`src/common/sps_pkg.sv`:
```
// Constants, types and register map of the settings profile store.
// Assumes one 100 MHz clock and a plain strobe-style register port.
package sps_pkg;

    // Sizes of the profile item list and the defect map
    localparam int ITEMS   = 8;
    localparam int ITEM_W  = 16;
    localparam int DEFECTS = 4;

    // Register byte addresses
    localparam logic [7:0] ADDR_CMD          = 8'h00;
    localparam logic [7:0] ADDR_SLOT_SEL     = 8'h04;
    localparam logic [7:0] ADDR_BOOT_SEL     = 8'h08;
    localparam logic [7:0] ADDR_ITEM_PICK    = 8'h0c;
    localparam logic [7:0] ADDR_ITEM_KEPT    = 8'h10;
    localparam logic [7:0] ADDR_STATUS       = 8'h14;
    localparam logic [7:0] ADDR_DEFECT_IDX   = 8'h18;
    localparam logic [7:0] ADDR_DEFECT_ENTRY = 8'h1c;
    localparam logic [7:0] ADDR_DEFECT_LIVE  = 8'h20;
    localparam logic [2:0] ADDR_SET_PAGE     = 3'h2;  // 0x40..0x5c

    // Command register bit positions
    localparam int CMD_STORE    = 0;
    localparam int CMD_RECALL   = 1;
    localparam int CMD_PERSIST  = 2;
    localparam int CMD_REVERT   = 3;
    localparam int CMD_ACTIVATE = 4;

    // Status register bit positions
    localparam int STAT_BUSY      = 0;
    localparam int STAT_CONVERTED = 1;

    // Slot codes; code 3 is not a slot and is refused
    localparam logic [1:0] SLOT_FACTORY = 2'h0;
    localparam logic [1:0] SLOT_A       = 2'h1;
    localparam logic [1:0] SLOT_B       = 2'h2;

    // Reset values
    localparam logic [1:0] RESET_SLOT_SEL   = SLOT_FACTORY;
    localparam logic [1:0] RESET_BOOT       = SLOT_FACTORY;
    localparam logic [2:0] RESET_ITEM_PICK  = 3'h0;
    localparam logic [1:0] RESET_DEFECT_IDX = 2'h0;
    localparam logic [7:0] RESET_NV_VERSION = 8'h00;

    // Cycles one non-volatile write takes to commit
    localparam int NV_OP_CYCLES = 8;

    typedef logic [ITEMS-1:0][ITEM_W-1:0]   sps_vals_t;
    typedef logic [DEFECTS-1:0][ITEM_W-1:0] sps_defect_map_t;

    typedef struct packed {
        logic             valid;    // Slot has been written at least once
        logic [ITEMS-1:0] present;  // Items held in the slot
        sps_vals_t        val;
    } sps_profile_t;

    typedef enum logic [3:0] {
        NV_SLOT    = 4'h1,
        NV_BOOT    = 4'h2,
        NV_DEFECT  = 4'h4,
        NV_VERSION = 4'h8
    } sps_nv_kind_t;

    typedef struct packed {
        sps_nv_kind_t    kind;
        logic            slot;     // 0 = custom slot a, 1 = custom slot b
        sps_profile_t    prof;
        sps_defect_map_t map;
        logic [1:0]      boot;
        logic [7:0]      version;
    } sps_nv_req_t;

    typedef enum logic [5:0] {
        ST_BOOT = 6'h01,
        ST_CONV = 6'h02,
        ST_VER  = 6'h04,
        ST_LOAD = 6'h08,
        ST_IDLE = 6'h10,
        ST_WAIT = 6'h20
    } sps_state_t;

    // Factory default profile and factory calibrated defect map
    localparam sps_vals_t FACTORY_VALS = {
        16'h0008, 16'h0007, 16'h0006, 16'h0005,
        16'h0004, 16'h0003, 16'h0002, 16'h0001};
    localparam sps_defect_map_t FACTORY_DEFECTS = {
        16'h0d04, 16'h0c03, 16'h0b02, 16'h0a01};

endpackage

```
`src/hw/sps_nv_store.sv`:
```
// Non-volatile store: two custom profile slots, boot choice, defect map
// and the firmware version that wrote them.
// Assumes one request at a time; contents survive RST_IN and are only
// formatted by erase_in, which stands for a blank device.
module sps_nv_store (
    input  wire logic                  clk_in,
    input  wire logic                  rst_in,
    input  wire logic                  erase_in,
    input  wire logic                  req_in,
    input  wire sps_pkg::sps_nv_req_t  req_data_in,
    output logic                       done_out,
    output sps_pkg::sps_profile_t [1:0] slots_out,
    output logic [1:0]                 boot_out,
    output sps_pkg::sps_defect_map_t   map_out,
    output logic [7:0]                 version_out
);

    logic                 busy;
    logic [3:0]           count;
    sps_pkg::sps_nv_req_t held;
    logic                 commit;

    assign commit = busy && (count == 4'h0);

    // Write timer; contents change only at the end, so a write is atomic
    always_ff @(posedge clk_in) begin
        if (rst_in) begin
            busy     <= 1'b0;
            count    <= 4'h0;
            done_out <= 1'b0;
            held     <= '0;
        end else begin
            done_out <= commit;
            if (req_in && !busy) begin
                busy  <= 1'b1;
                count <= 4'(sps_pkg::NV_OP_CYCLES - 1);
                held  <= req_data_in;
            end else if (commit) begin
                busy <= 1'b0;
            end else if (busy) begin
                count <= count - 4'h1;
            end
        end
    end

    // Storage cells, formatted only by erase
    always_ff @(posedge clk_in) begin
        if (erase_in) begin
            slots_out   <= '0;
            boot_out    <= sps_pkg::RESET_BOOT;
            map_out     <= sps_pkg::FACTORY_DEFECTS;
            version_out <= sps_pkg::RESET_NV_VERSION;
        end else if (commit) begin
            case (held.kind)
                sps_pkg::NV_SLOT:    slots_out[held.slot] <= held.prof;
                sps_pkg::NV_BOOT:    boot_out <= held.boot;
                sps_pkg::NV_DEFECT:  map_out <= held.map;
                sps_pkg::NV_VERSION: version_out <= held.version;
                default:             ;
            endcase
        end
    end

endmodule // sps_nv_store

```
`src/hw/sps_profile_store.sv`:
```
// Settings profile store: live settings, profile slots, boot recall,
// conversion after a firmware change and defect map persistence.
// Assumes a single-cycle strobe register port with read data one cycle
// later, and firmware version and item list inputs that stay steady.
//
// Decided for this implementation: the address map and the address-and-strobe port.

// How it works
// - Persist command writes the edited defect map to storage, replacing it.
// - Every start-up loads the stored defect map as the active map.
// - Factory revert puts the calibration map everywhere, edits discarded.
// - Activate copies edited map into the active map only, not storage.
// - Slot selector picks factory, slot a or slot b for store and recall.
// - The factory profile is always available and can never be overwritten.
// - Store captures all kept live settings into the selected slot.
// - Recall loads the selected slot into the live settings.
// - Recall of a never written slot applies factory settings.
// - Every start-up recalls the slot named by the boot choice.
// - Boot choice starts at factory and keeps written slots across restarts.
// - Fixed item list; item pick register and read-only kept flag.
// - Non-profile settings such as the defect map ignore store and recall.
// - First start after a firmware change converts every saved slot.
// - Conversion drops unsupported items from all saved slots.
// - Conversion fills missing items from the factory default profile.
module sps_profile_store (
    input  wire logic                CLK_IN,
    input  wire logic                RST_IN,
    input  wire logic                NV_ERASE_IN,
    input  wire logic [7:0]          FW_VERSION_IN,
    input  wire logic [7:0]          FW_ITEM_MASK_IN,
    input  wire logic [7:0]          ADDR_IN,
    input  wire logic [31:0]         WDATA_IN,
    input  wire logic                WR_IN,
    input  wire logic                RD_IN,
    output logic [31:0]              RDATA_OUT,
    output logic                     BUSY_OUT,
    output sps_pkg::sps_vals_t       SETTINGS_OUT,
    output sps_pkg::sps_defect_map_t DEFECT_MAP_OUT
);

    sps_pkg::sps_state_t          state;
    sps_pkg::sps_state_t          next_state;
    sps_pkg::sps_state_t          ret_state;
    logic                         conv_slot;
    logic                         converted;
    logic [1:0]                   slot_sel;
    logic [2:0]                   item_pick;
    logic [1:0]                   defect_idx;
    sps_pkg::sps_defect_map_t     edit_map;
    sps_pkg::sps_nv_req_t         nv_req;
    logic                         nv_go;
    logic                         nv_done;
    sps_pkg::sps_profile_t [1:0]  nv_slots;
    logic [1:0]                   nv_boot;
    sps_pkg::sps_defect_map_t     nv_map;
    logic [7:0]                   nv_version;
    logic                         idle;
    logic                         cmd_wr;
    logic                         take_store;
    logic                         take_recall;
    logic                         take_persist;
    logic                         take_revert;
    logic                         take_activate;
    logic                         take_boot;
    logic                         set_hit;
    logic [31:0]                  rd_value;

    // Converts a saved slot to the item list of the running firmware
    function automatic sps_pkg::sps_profile_t convert(
        input sps_pkg::sps_profile_t p,
        input logic [7:0]            mask);
        sps_pkg::sps_profile_t r;
        r = p;
        for (int i = 0; i < sps_pkg::ITEMS; i++) begin
            if (!mask[i]) begin
                r.val[i] = '0;
            end else if (!p.present[i]) begin
                r.val[i] = sps_pkg::FACTORY_VALS[i];
            end
        end
        r.present = mask;
        return r;
    endfunction

    // Effective contents of a slot as recall sees it
    function automatic sps_pkg::sps_profile_t slot_view(
        input logic [1:0]                  sel,
        input sps_pkg::sps_profile_t [1:0] s,
        input logic [7:0]                  mask);
        sps_pkg::sps_profile_t r;
        r = '{valid: 1'b1, present: mask, val: sps_pkg::FACTORY_VALS};
        if (sel == sps_pkg::SLOT_A && s[0].valid) begin
            r = s[0];
        end else if (sel == sps_pkg::SLOT_B && s[1].valid) begin
            r = s[1];
        end
        return r;
    endfunction

    // Overlays kept items of a profile on the live settings
    function automatic sps_pkg::sps_vals_t apply(
        input sps_pkg::sps_vals_t    cur,
        input sps_pkg::sps_profile_t p,
        input logic [7:0]            mask);
        sps_pkg::sps_vals_t r;
        r = cur;
        for (int i = 0; i < sps_pkg::ITEMS; i++) begin
            if (mask[i] && p.present[i]) begin
                r[i] = p.val[i];
            end
        end
        return r;
    endfunction

    sps_nv_store u_nv (
        .clk_in      (CLK_IN),
        .rst_in      (RST_IN),
        .erase_in    (NV_ERASE_IN),
        .req_in      (nv_go),
        .req_data_in (nv_req),
        .done_out    (nv_done),
        .slots_out   (nv_slots),
        .boot_out    (nv_boot),
        .map_out     (nv_map),
        .version_out (nv_version)
    );

    // Command decode; one command per write, store highest priority
    assign idle          = (state == sps_pkg::ST_IDLE);
    assign cmd_wr        = WR_IN && idle && (ADDR_IN == sps_pkg::ADDR_CMD);
    assign take_store    = cmd_wr && WDATA_IN[sps_pkg::CMD_STORE]
                           && (slot_sel != sps_pkg::SLOT_FACTORY);
    assign take_recall   = cmd_wr && !WDATA_IN[sps_pkg::CMD_STORE]
                           && WDATA_IN[sps_pkg::CMD_RECALL];
    assign take_persist  = cmd_wr && (WDATA_IN[1:0] == 2'h0)
                           && WDATA_IN[sps_pkg::CMD_PERSIST];
    assign take_revert   = cmd_wr && (WDATA_IN[2:0] == 3'h0)
                           && WDATA_IN[sps_pkg::CMD_REVERT];
    assign take_activate = cmd_wr && (WDATA_IN[3:0] == 4'h0)
                           && WDATA_IN[sps_pkg::CMD_ACTIVATE];
    assign take_boot     = WR_IN && idle
                           && (ADDR_IN == sps_pkg::ADDR_BOOT_SEL)
                           && (WDATA_IN[1:0] != 2'h3);
    assign set_hit       = (ADDR_IN[7:5] == sps_pkg::ADDR_SET_PAGE)
                           && (ADDR_IN[1:0] == 2'h0);

    // Sequencer: boot check, conversion, boot recall, then commands
    always_comb begin
        next_state = state;
        case (state)
            sps_pkg::ST_BOOT: begin
                if (nv_version != FW_VERSION_IN) begin
                    next_state = sps_pkg::ST_CONV;
                end else begin
                    next_state = sps_pkg::ST_LOAD;
                end
            end
            sps_pkg::ST_CONV: next_state = sps_pkg::ST_WAIT;
            sps_pkg::ST_VER:  next_state = sps_pkg::ST_WAIT;
            sps_pkg::ST_LOAD: next_state = sps_pkg::ST_IDLE;
            sps_pkg::ST_IDLE: begin
                if (take_store || take_persist || take_revert
                    || take_boot) begin
                    next_state = sps_pkg::ST_WAIT;
                end
            end
            sps_pkg::ST_WAIT: begin
                if (nv_done) begin
                    next_state = ret_state;
                end
            end
            default: next_state = sps_pkg::ST_BOOT;
        endcase
    end

    // State, return point and conversion progress
    always_ff @(posedge CLK_IN) begin
        if (RST_IN) begin
            state     <= sps_pkg::ST_BOOT;
            ret_state <= sps_pkg::ST_IDLE;
            conv_slot <= 1'b0;
            converted <= 1'b0;
            BUSY_OUT  <= 1'b1;
        end else begin
            state    <= next_state;
            BUSY_OUT <= (next_state != sps_pkg::ST_IDLE);
            if (state == sps_pkg::ST_CONV) begin
                conv_slot <= 1'b1;
                ret_state <= conv_slot ? sps_pkg::ST_VER
                                       : sps_pkg::ST_CONV;
            end else if (state == sps_pkg::ST_VER) begin
                converted <= 1'b1;
                ret_state <= sps_pkg::ST_LOAD;
            end else if (idle) begin
                ret_state <= sps_pkg::ST_IDLE;
            end
        end
    end

    // Storage requests; the store only writes once the sequencer waits
    always_ff @(posedge CLK_IN) begin
        if (RST_IN) begin
            nv_go  <= 1'b0;
            nv_req <= '0;
        end else begin
            nv_go <= 1'b0;
            if (state == sps_pkg::ST_CONV) begin
                nv_go       <= 1'b1;
                nv_req.kind <= sps_pkg::NV_SLOT;
                nv_req.slot <= conv_slot;
                nv_req.prof <= convert(nv_slots[conv_slot],
                                       FW_ITEM_MASK_IN);
            end else if (state == sps_pkg::ST_VER) begin
                nv_go          <= 1'b1;
                nv_req.kind    <= sps_pkg::NV_VERSION;
                nv_req.version <= FW_VERSION_IN;
            end else if (take_store) begin
                nv_go       <= 1'b1;
                nv_req.kind <= sps_pkg::NV_SLOT;
                nv_req.slot <= (slot_sel == sps_pkg::SLOT_B);
                nv_req.prof <= convert('{valid: 1'b1,
                                         present: FW_ITEM_MASK_IN,
                                         val: SETTINGS_OUT},
                                       FW_ITEM_MASK_IN);
            end else if (take_persist || take_revert) begin
                nv_go       <= 1'b1;
                nv_req.kind <= sps_pkg::NV_DEFECT;
                nv_req.map  <= take_revert ? sps_pkg::FACTORY_DEFECTS
                                           : edit_map;
            end else if (take_boot) begin
                nv_go       <= 1'b1;
                nv_req.kind <= sps_pkg::NV_BOOT;
                nv_req.boot <= WDATA_IN[1:0];
            end
        end
    end

    // Live settings: boot recall, recall command and direct writes
    always_ff @(posedge CLK_IN) begin
        if (RST_IN) begin
            SETTINGS_OUT <= sps_pkg::FACTORY_VALS;
        end else if (state == sps_pkg::ST_LOAD || take_recall) begin
            SETTINGS_OUT <= apply(SETTINGS_OUT,
                                  slot_view(idle ? slot_sel : nv_boot,
                                            nv_slots, FW_ITEM_MASK_IN),
                                  FW_ITEM_MASK_IN);
        end else if (WR_IN && idle && set_hit) begin
            SETTINGS_OUT[ADDR_IN[4:2]] <= WDATA_IN[15:0];
        end
    end

    // Defect maps: edited copy and active copy, neither in profiles
    always_ff @(posedge CLK_IN) begin
        if (RST_IN) begin
            edit_map       <= sps_pkg::FACTORY_DEFECTS;
            DEFECT_MAP_OUT <= sps_pkg::FACTORY_DEFECTS;
        end else if (state == sps_pkg::ST_LOAD) begin
            edit_map       <= nv_map;
            DEFECT_MAP_OUT <= nv_map;
        end else if (take_revert) begin
            edit_map       <= sps_pkg::FACTORY_DEFECTS;
            DEFECT_MAP_OUT <= sps_pkg::FACTORY_DEFECTS;
        end else if (take_activate) begin
            DEFECT_MAP_OUT <= edit_map;
        end else if (WR_IN && idle
                     && ADDR_IN == sps_pkg::ADDR_DEFECT_ENTRY) begin
            edit_map[defect_idx] <= WDATA_IN[15:0];
        end
    end

    // Selectors; a slot code of 3 is refused and the old value stays
    always_ff @(posedge CLK_IN) begin
        if (RST_IN) begin
            slot_sel   <= sps_pkg::RESET_SLOT_SEL;
            item_pick  <= sps_pkg::RESET_ITEM_PICK;
            defect_idx <= sps_pkg::RESET_DEFECT_IDX;
        end else if (WR_IN) begin
            if (ADDR_IN == sps_pkg::ADDR_SLOT_SEL) begin
                if (WDATA_IN[1:0] != 2'h3) begin
                    slot_sel <= WDATA_IN[1:0];
                end
            end else if (ADDR_IN == sps_pkg::ADDR_ITEM_PICK) begin
                item_pick <= WDATA_IN[2:0];
            end else if (ADDR_IN == sps_pkg::ADDR_DEFECT_IDX) begin
                defect_idx <= WDATA_IN[1:0];
            end
        end
    end

    // Read multiplexer; unmapped addresses read zero
    always_comb begin
        rd_value = 32'h0000_0000;
        if (ADDR_IN == sps_pkg::ADDR_SLOT_SEL) begin
            rd_value = {30'h0, slot_sel};
        end else if (ADDR_IN == sps_pkg::ADDR_BOOT_SEL) begin
            rd_value = {30'h0, nv_boot};
        end else if (ADDR_IN == sps_pkg::ADDR_ITEM_PICK) begin
            rd_value = {29'h0, item_pick};
        end else if (ADDR_IN == sps_pkg::ADDR_ITEM_KEPT) begin
            rd_value = {31'h0, FW_ITEM_MASK_IN[item_pick]};
        end else if (ADDR_IN == sps_pkg::ADDR_STATUS) begin
            rd_value[sps_pkg::STAT_BUSY]      = BUSY_OUT;
            rd_value[sps_pkg::STAT_CONVERTED] = converted;
        end else if (ADDR_IN == sps_pkg::ADDR_DEFECT_IDX) begin
            rd_value = {30'h0, defect_idx};
        end else if (ADDR_IN == sps_pkg::ADDR_DEFECT_ENTRY) begin
            rd_value = {16'h0, edit_map[defect_idx]};
        end else if (ADDR_IN == sps_pkg::ADDR_DEFECT_LIVE) begin
            rd_value = {16'h0, DEFECT_MAP_OUT[defect_idx]};
        end else if (set_hit) begin
            rd_value = {16'h0, SETTINGS_OUT[ADDR_IN[4:2]]};
        end
    end

    // Read data stands only in the cycle after the strobe
    always_ff @(posedge CLK_IN) begin
        if (RST_IN) begin
            RDATA_OUT <= 32'h0000_0000;
        end else begin
            RDATA_OUT <= RD_IN ? rd_value : 32'h0000_0000;
        end
    end

endmodule // sps_profile_store

```
`config.mk`:
```
export PLATFORM = sky130hd
export DESIGN_NAME = sps_profile_store
export DESIGN_NICKNAME = d
export VERILOG_FILES = /design/src/common/sps_pkg.sv /design/src/hw/sps_nv_store.sv /design/src/hw/sps_profile_store.sv
export SDC_FILE = /design/constraint.sdc
export NUM_CORES = 2
export LEC_CHECK = 0
export ABC_AREA = 1
export BUFFER_PORTS_ARGS = -buffer_cell sky130_fd_sc_hd__buf_4
export CAP_MARGIN = 10
export CELL_PAD_IN_SITES_DETAIL_PLACEMENT = 1
export CELL_PAD_IN_SITES_GLOBAL_PLACEMENT = 2
export CORE_MARGIN = 4
export CORE_UTILIZATION = 35
export DETAILED_ROUTE_END_ITERATION = 8
export GPL_ROUTABILITY_DRIVEN = 0
export PLACE_DENSITY_LB_ADDON = 0.1
export SKIP_LAST_GASP = 1
export SLEW_MARGIN = 10
export SYNTH_ARGS = -nofsm -noshare
export SYNTH_HDL_FRONTEND = slang
export SYNTH_SLANG_ARGS = --single-unit
```
`constraint.sdc`:
```
create_clock -name CLK_IN -period 4.3 [get_ports CLK_IN]
set_input_delay 0.645 -clock CLK_IN [delete_from_list [all_inputs] [get_ports CLK_IN]]
set_output_delay 0.645 -clock CLK_IN [all_outputs]
set_load 0.1 [all_outputs]
```
==> impl_results.md <==
- Fin nets: 7082
- CTS H-tree depth: 4
- DP Cell Count: 8653
- Number of synthesized register bits: 1079
- Synth cell types: 55
- Beginning of the worst hold path: FW_VERSION_IN[3]
- Initial antenna violation count: 12
- Most common flop cell mapped by yosys: dfxtp_1
- CP max stage cell: nand2_1
- Reg area: 0.0216 sq mm
- FILL cells: 17000
- CTS tree: yes
- All-layer global routing usage: 0.291
- Initial core utilization: 0.354
- Slew at the pin closest to its max-slew limit: 1.11 ns
- Skew-Pair Late Insertion Delay: 0.76 ns
- Rel. slew slack: 0.258
- Post-detail-place hpwl: 131000 microns
- Peak VDD IR: 0.413 mV
- Worst hold path endpoint: nv_req[3]
- Crit Path Max Fanout: 20
- YS warnings: 0
- Final setup TNS: 0 ns
- Post-CTS setup buffer count: 0
- 1st-pass router iterations: 5
- EDFF count, synth: 0
- Multi-input gate area: 0.0222 sq mm
- Hold crit path type: in -> reg
- Routed Antenna Nets: 0
- Fin area: 0.0551 sq mm
- Remaining DRCs: 0
- Die footprint: 0.142 sq mm
- Period utilization: 0.789
- TritonCTS Buffers: 132
- Pwr per Cell Area: 421 mW/mm^2
- CP required: 4.88 ns
- Tot Pwr: 0.0232 W
- Final max-slew violation count: 0
- Clk_skew: 0.0203 ns
- Post-Place Cell Area: 0.0508 sq mm
- Port Buffer Count: 253
- Max Fclk: 0.295 GHz
- Post-CTS sizing: 0
- Total number of vias: 47400
- WP buf/inv: 4
- CP endpoint kind: flop
- Post-Synthesis Cell Area: 0.0475 sq mm
- Reg2Reg Setup Slack: 0.91 ns
- Synth Instances: 7011
- Avg WL per Cell: 23.8 microns
- Die height: 377 microns
- Register area share after synthesis: 0.454
- Worst setup SP type: flop
- Drt initial violations: 3230
- Top delay family on crit path: simple AND/OR/NAND/NOR gates
- Setup CP Type: reg -> reg
- Top cell by count, worst path: nand2_1
- Vias in the first global route: 47200
- RSZ-0062 raised after global routing: no
- Origin of the critical flop-to-flop path: state[5]
- # setup viols final: 0
- Reg2reg end: nv_req[127]
- First-pass GRT wire length: 312000 microns
- Die Wd: 377 microns
- # IOs: 286
- CTS root buffer: clkbuf_16
- Layout Cells excl Fill: 8883
- CTS Hold Buffers Added: 0
- Clock sinks: 1079
- Reg2reg path depth: 11
- CP max stage delay: 1.10 ns
- Clk slew on worst S/H paths: 0.06 ns
- Vias per cell: 5.34
- Share of cells above drive strength 1: 0.0904
- Hold depth: 3
- Max clock buf depth: 3
- Dpl ws: 0.566 ns
- Worst path cell trace: inv_1 > nand2_1 > inv_2 > nand3_1 > buf_4 > nand2_1 > clkinv_1 > nand2_1 > o22ai_1 > nor2_1 > a211oi_1
- Mean post-synth cell area: 6.78 sq um
- Min cycle time layout: 3.39 ns
- Maximum number of pins on one net before global-route repair: 185
- Syn-to-layout area delta: 16.0%
- Lkg Pwr: 22.8 nW
- Row cnt: 134
- Max Cap Viol: 0
- Ys async rst share: 0
- Core box area: 0.134 sq mm
- Status: finished, final reports clean
- Final hold vios: 0
- Worst setup margin: 0.906 ns
- Worst path arrival time: 3.97 ns
- GRT overflow: 0
- Final WL: 212000 microns
==> layout by cell type (no fill, tap or decap), types with 6 or more instances in the layout <==
master,instances
nor2_1,1572
nand2_1,1295
o21ai_0,1144
dfxtp_1,1078
inv_1,423
buf_4,367
a21oi_1,358
o22ai_1,156
clkbuf_16,143
nand3_1,124
o21ai_1,53
a211oi_1,47
nand4_1,40
clkbuf_1,32
nor3_1,22
clkbuf_8,21
clkinv_2,20
o31ai_1,20
buf_12,17
inv_2,16
conb_1,16
nor2_2,11
o211ai_1,11
xnor2_1,8
clkinv_1,7
nand3b_1,7
a221oi_1,7
bufinv_16,7
nand2_4,6
mux2i_1,6
a31oi_1,6
a22oi_1,6
==> state kept, by name (all words and copies together) (netlist names), 2 cells and up <==
register,cells
state,6
u_nv.slots_out,274
DEFECT_MAP_OUT,64
nv_req,216
u_nv.count,4
u_nv.held,216
ret_state,4
u_nv.boot_out,2
u_nv.version_out,8
slot_sel,2
item_pick,3
edit_map,64
SETTINGS_OUT,128
defect_idx,2
RDATA_OUT,16
u_nv.map_out,64
==> worst max-delay path by stage <==
| stage | slack (ns) | depth (start not counted) | start | end |
|---|---|---|---|---|
| after global placement | 0.60 | 10 | ADDR_IN[1] | DEFECT_MAP_OUT[34] |
| after global routing | 0.66 | 11 | state[5] | nv_req[137] |
| final | 0.91 | 11 | state[5] | nv_req[127] |
| after CTS | 0.81 | 11 | state[5] | nv_req[127] |
| after detailed placement | 0.57 | 10 | ADDR_IN[1] | DEFECT_MAP_OUT[18] |
| after floorplan | 1.93 | 13 | ADDR_IN[2] | SETTINGS_OUT[60] |
==> power by group <==
part / internal (W) / total [W] / switching (W)
registers: 0.0102 / 0.0104 / 0.000131
clock network: 0.00680 / 0.0113 / 0.00451
logic: 0.000398 / 0.00156 / 0.00116
total: 0.0174 / 0.0232 / 0.00580
==> worst min-delay path, cell delays in order <==
cell,delay [ns]
buf_4,0.09
o21ai_0,0.08
a21oi_1,0.10
==> cell families after synthesis <==
logic type                 Yosys count  synth area share
muxes                                6           0.00126
and+or+nand+nor                   3095             0.253
other                                1         0.0000789
buffers and inverters              977            0.0822
xor gates and xnor gates             9           0.00166
DFF                               1079             0.454
AOI/OAI and AO/OA                 1842             0.207
adders and majority gates            2          0.000526
==> synthesized netlist by cell type (all sizes together) (7+ instances only) <==
| cell type | count | area [sq um] |
|---|---|---|
| nand3b | 7 | 52.6 |
| nand4 | 41 | 263 |
| dfxtp | 1079 | 21600 |
| a211oi | 47 | 353 |
| o22ai | 156 | 976 |
| o31ai | 20 | 150 |
| nand3 | 127 | 646 |
| nor3 | 24 | 136 |
| nor2 | 1588 | 6000 |
| nand2 | 1303 | 4910 |
| o21ai | 1199 | 6020 |
| clkbuf | 406 | 1530 |
| o211ai | 15 | 133 |
| xnor2 | 8 | 70.1 |
| inv | 444 | 1670 |
| clkinv | 8 | 30.0 |
| a21oi | 358 | 1790 |
| a221oi | 7 | 61.3 |
| buf | 119 | 684 |
| o21bai | 7 | 71.3 |
==> metal layers <==
layer	vias to the layer above	share of wire	track usage
li1	22700	-	-
met2	1092	0.46	0.484
met4	10	0.033	0.0994
met5	-	0.00027	0
met1	23300	0.45	0.382
met3	316	0.052	0.0522
==> per-stage QoR <==
stage,hold slack (ns),utilization
floorplan,0.429,-
global placement,0.439,0.379
detailed placement,0.447,0.379
CTS,0.130,0.411
global route,0.173,0.411
finish,0.196,0.411
==> area by class of cell <==
class / instances / share of cell area
multi-input combinational: 4970 / 0.402
sequential: 1079 / 0.392
clock buffer: 196 / 0.0723
timing repair buffer: 384 / 0.0561
tap: 1768 / 0.0401
inverter: 452 / 0.0313
clock inverter: 30 / 0.00610
antenna: 4 / 0.000182
Power figures use the tool's default switching activity.
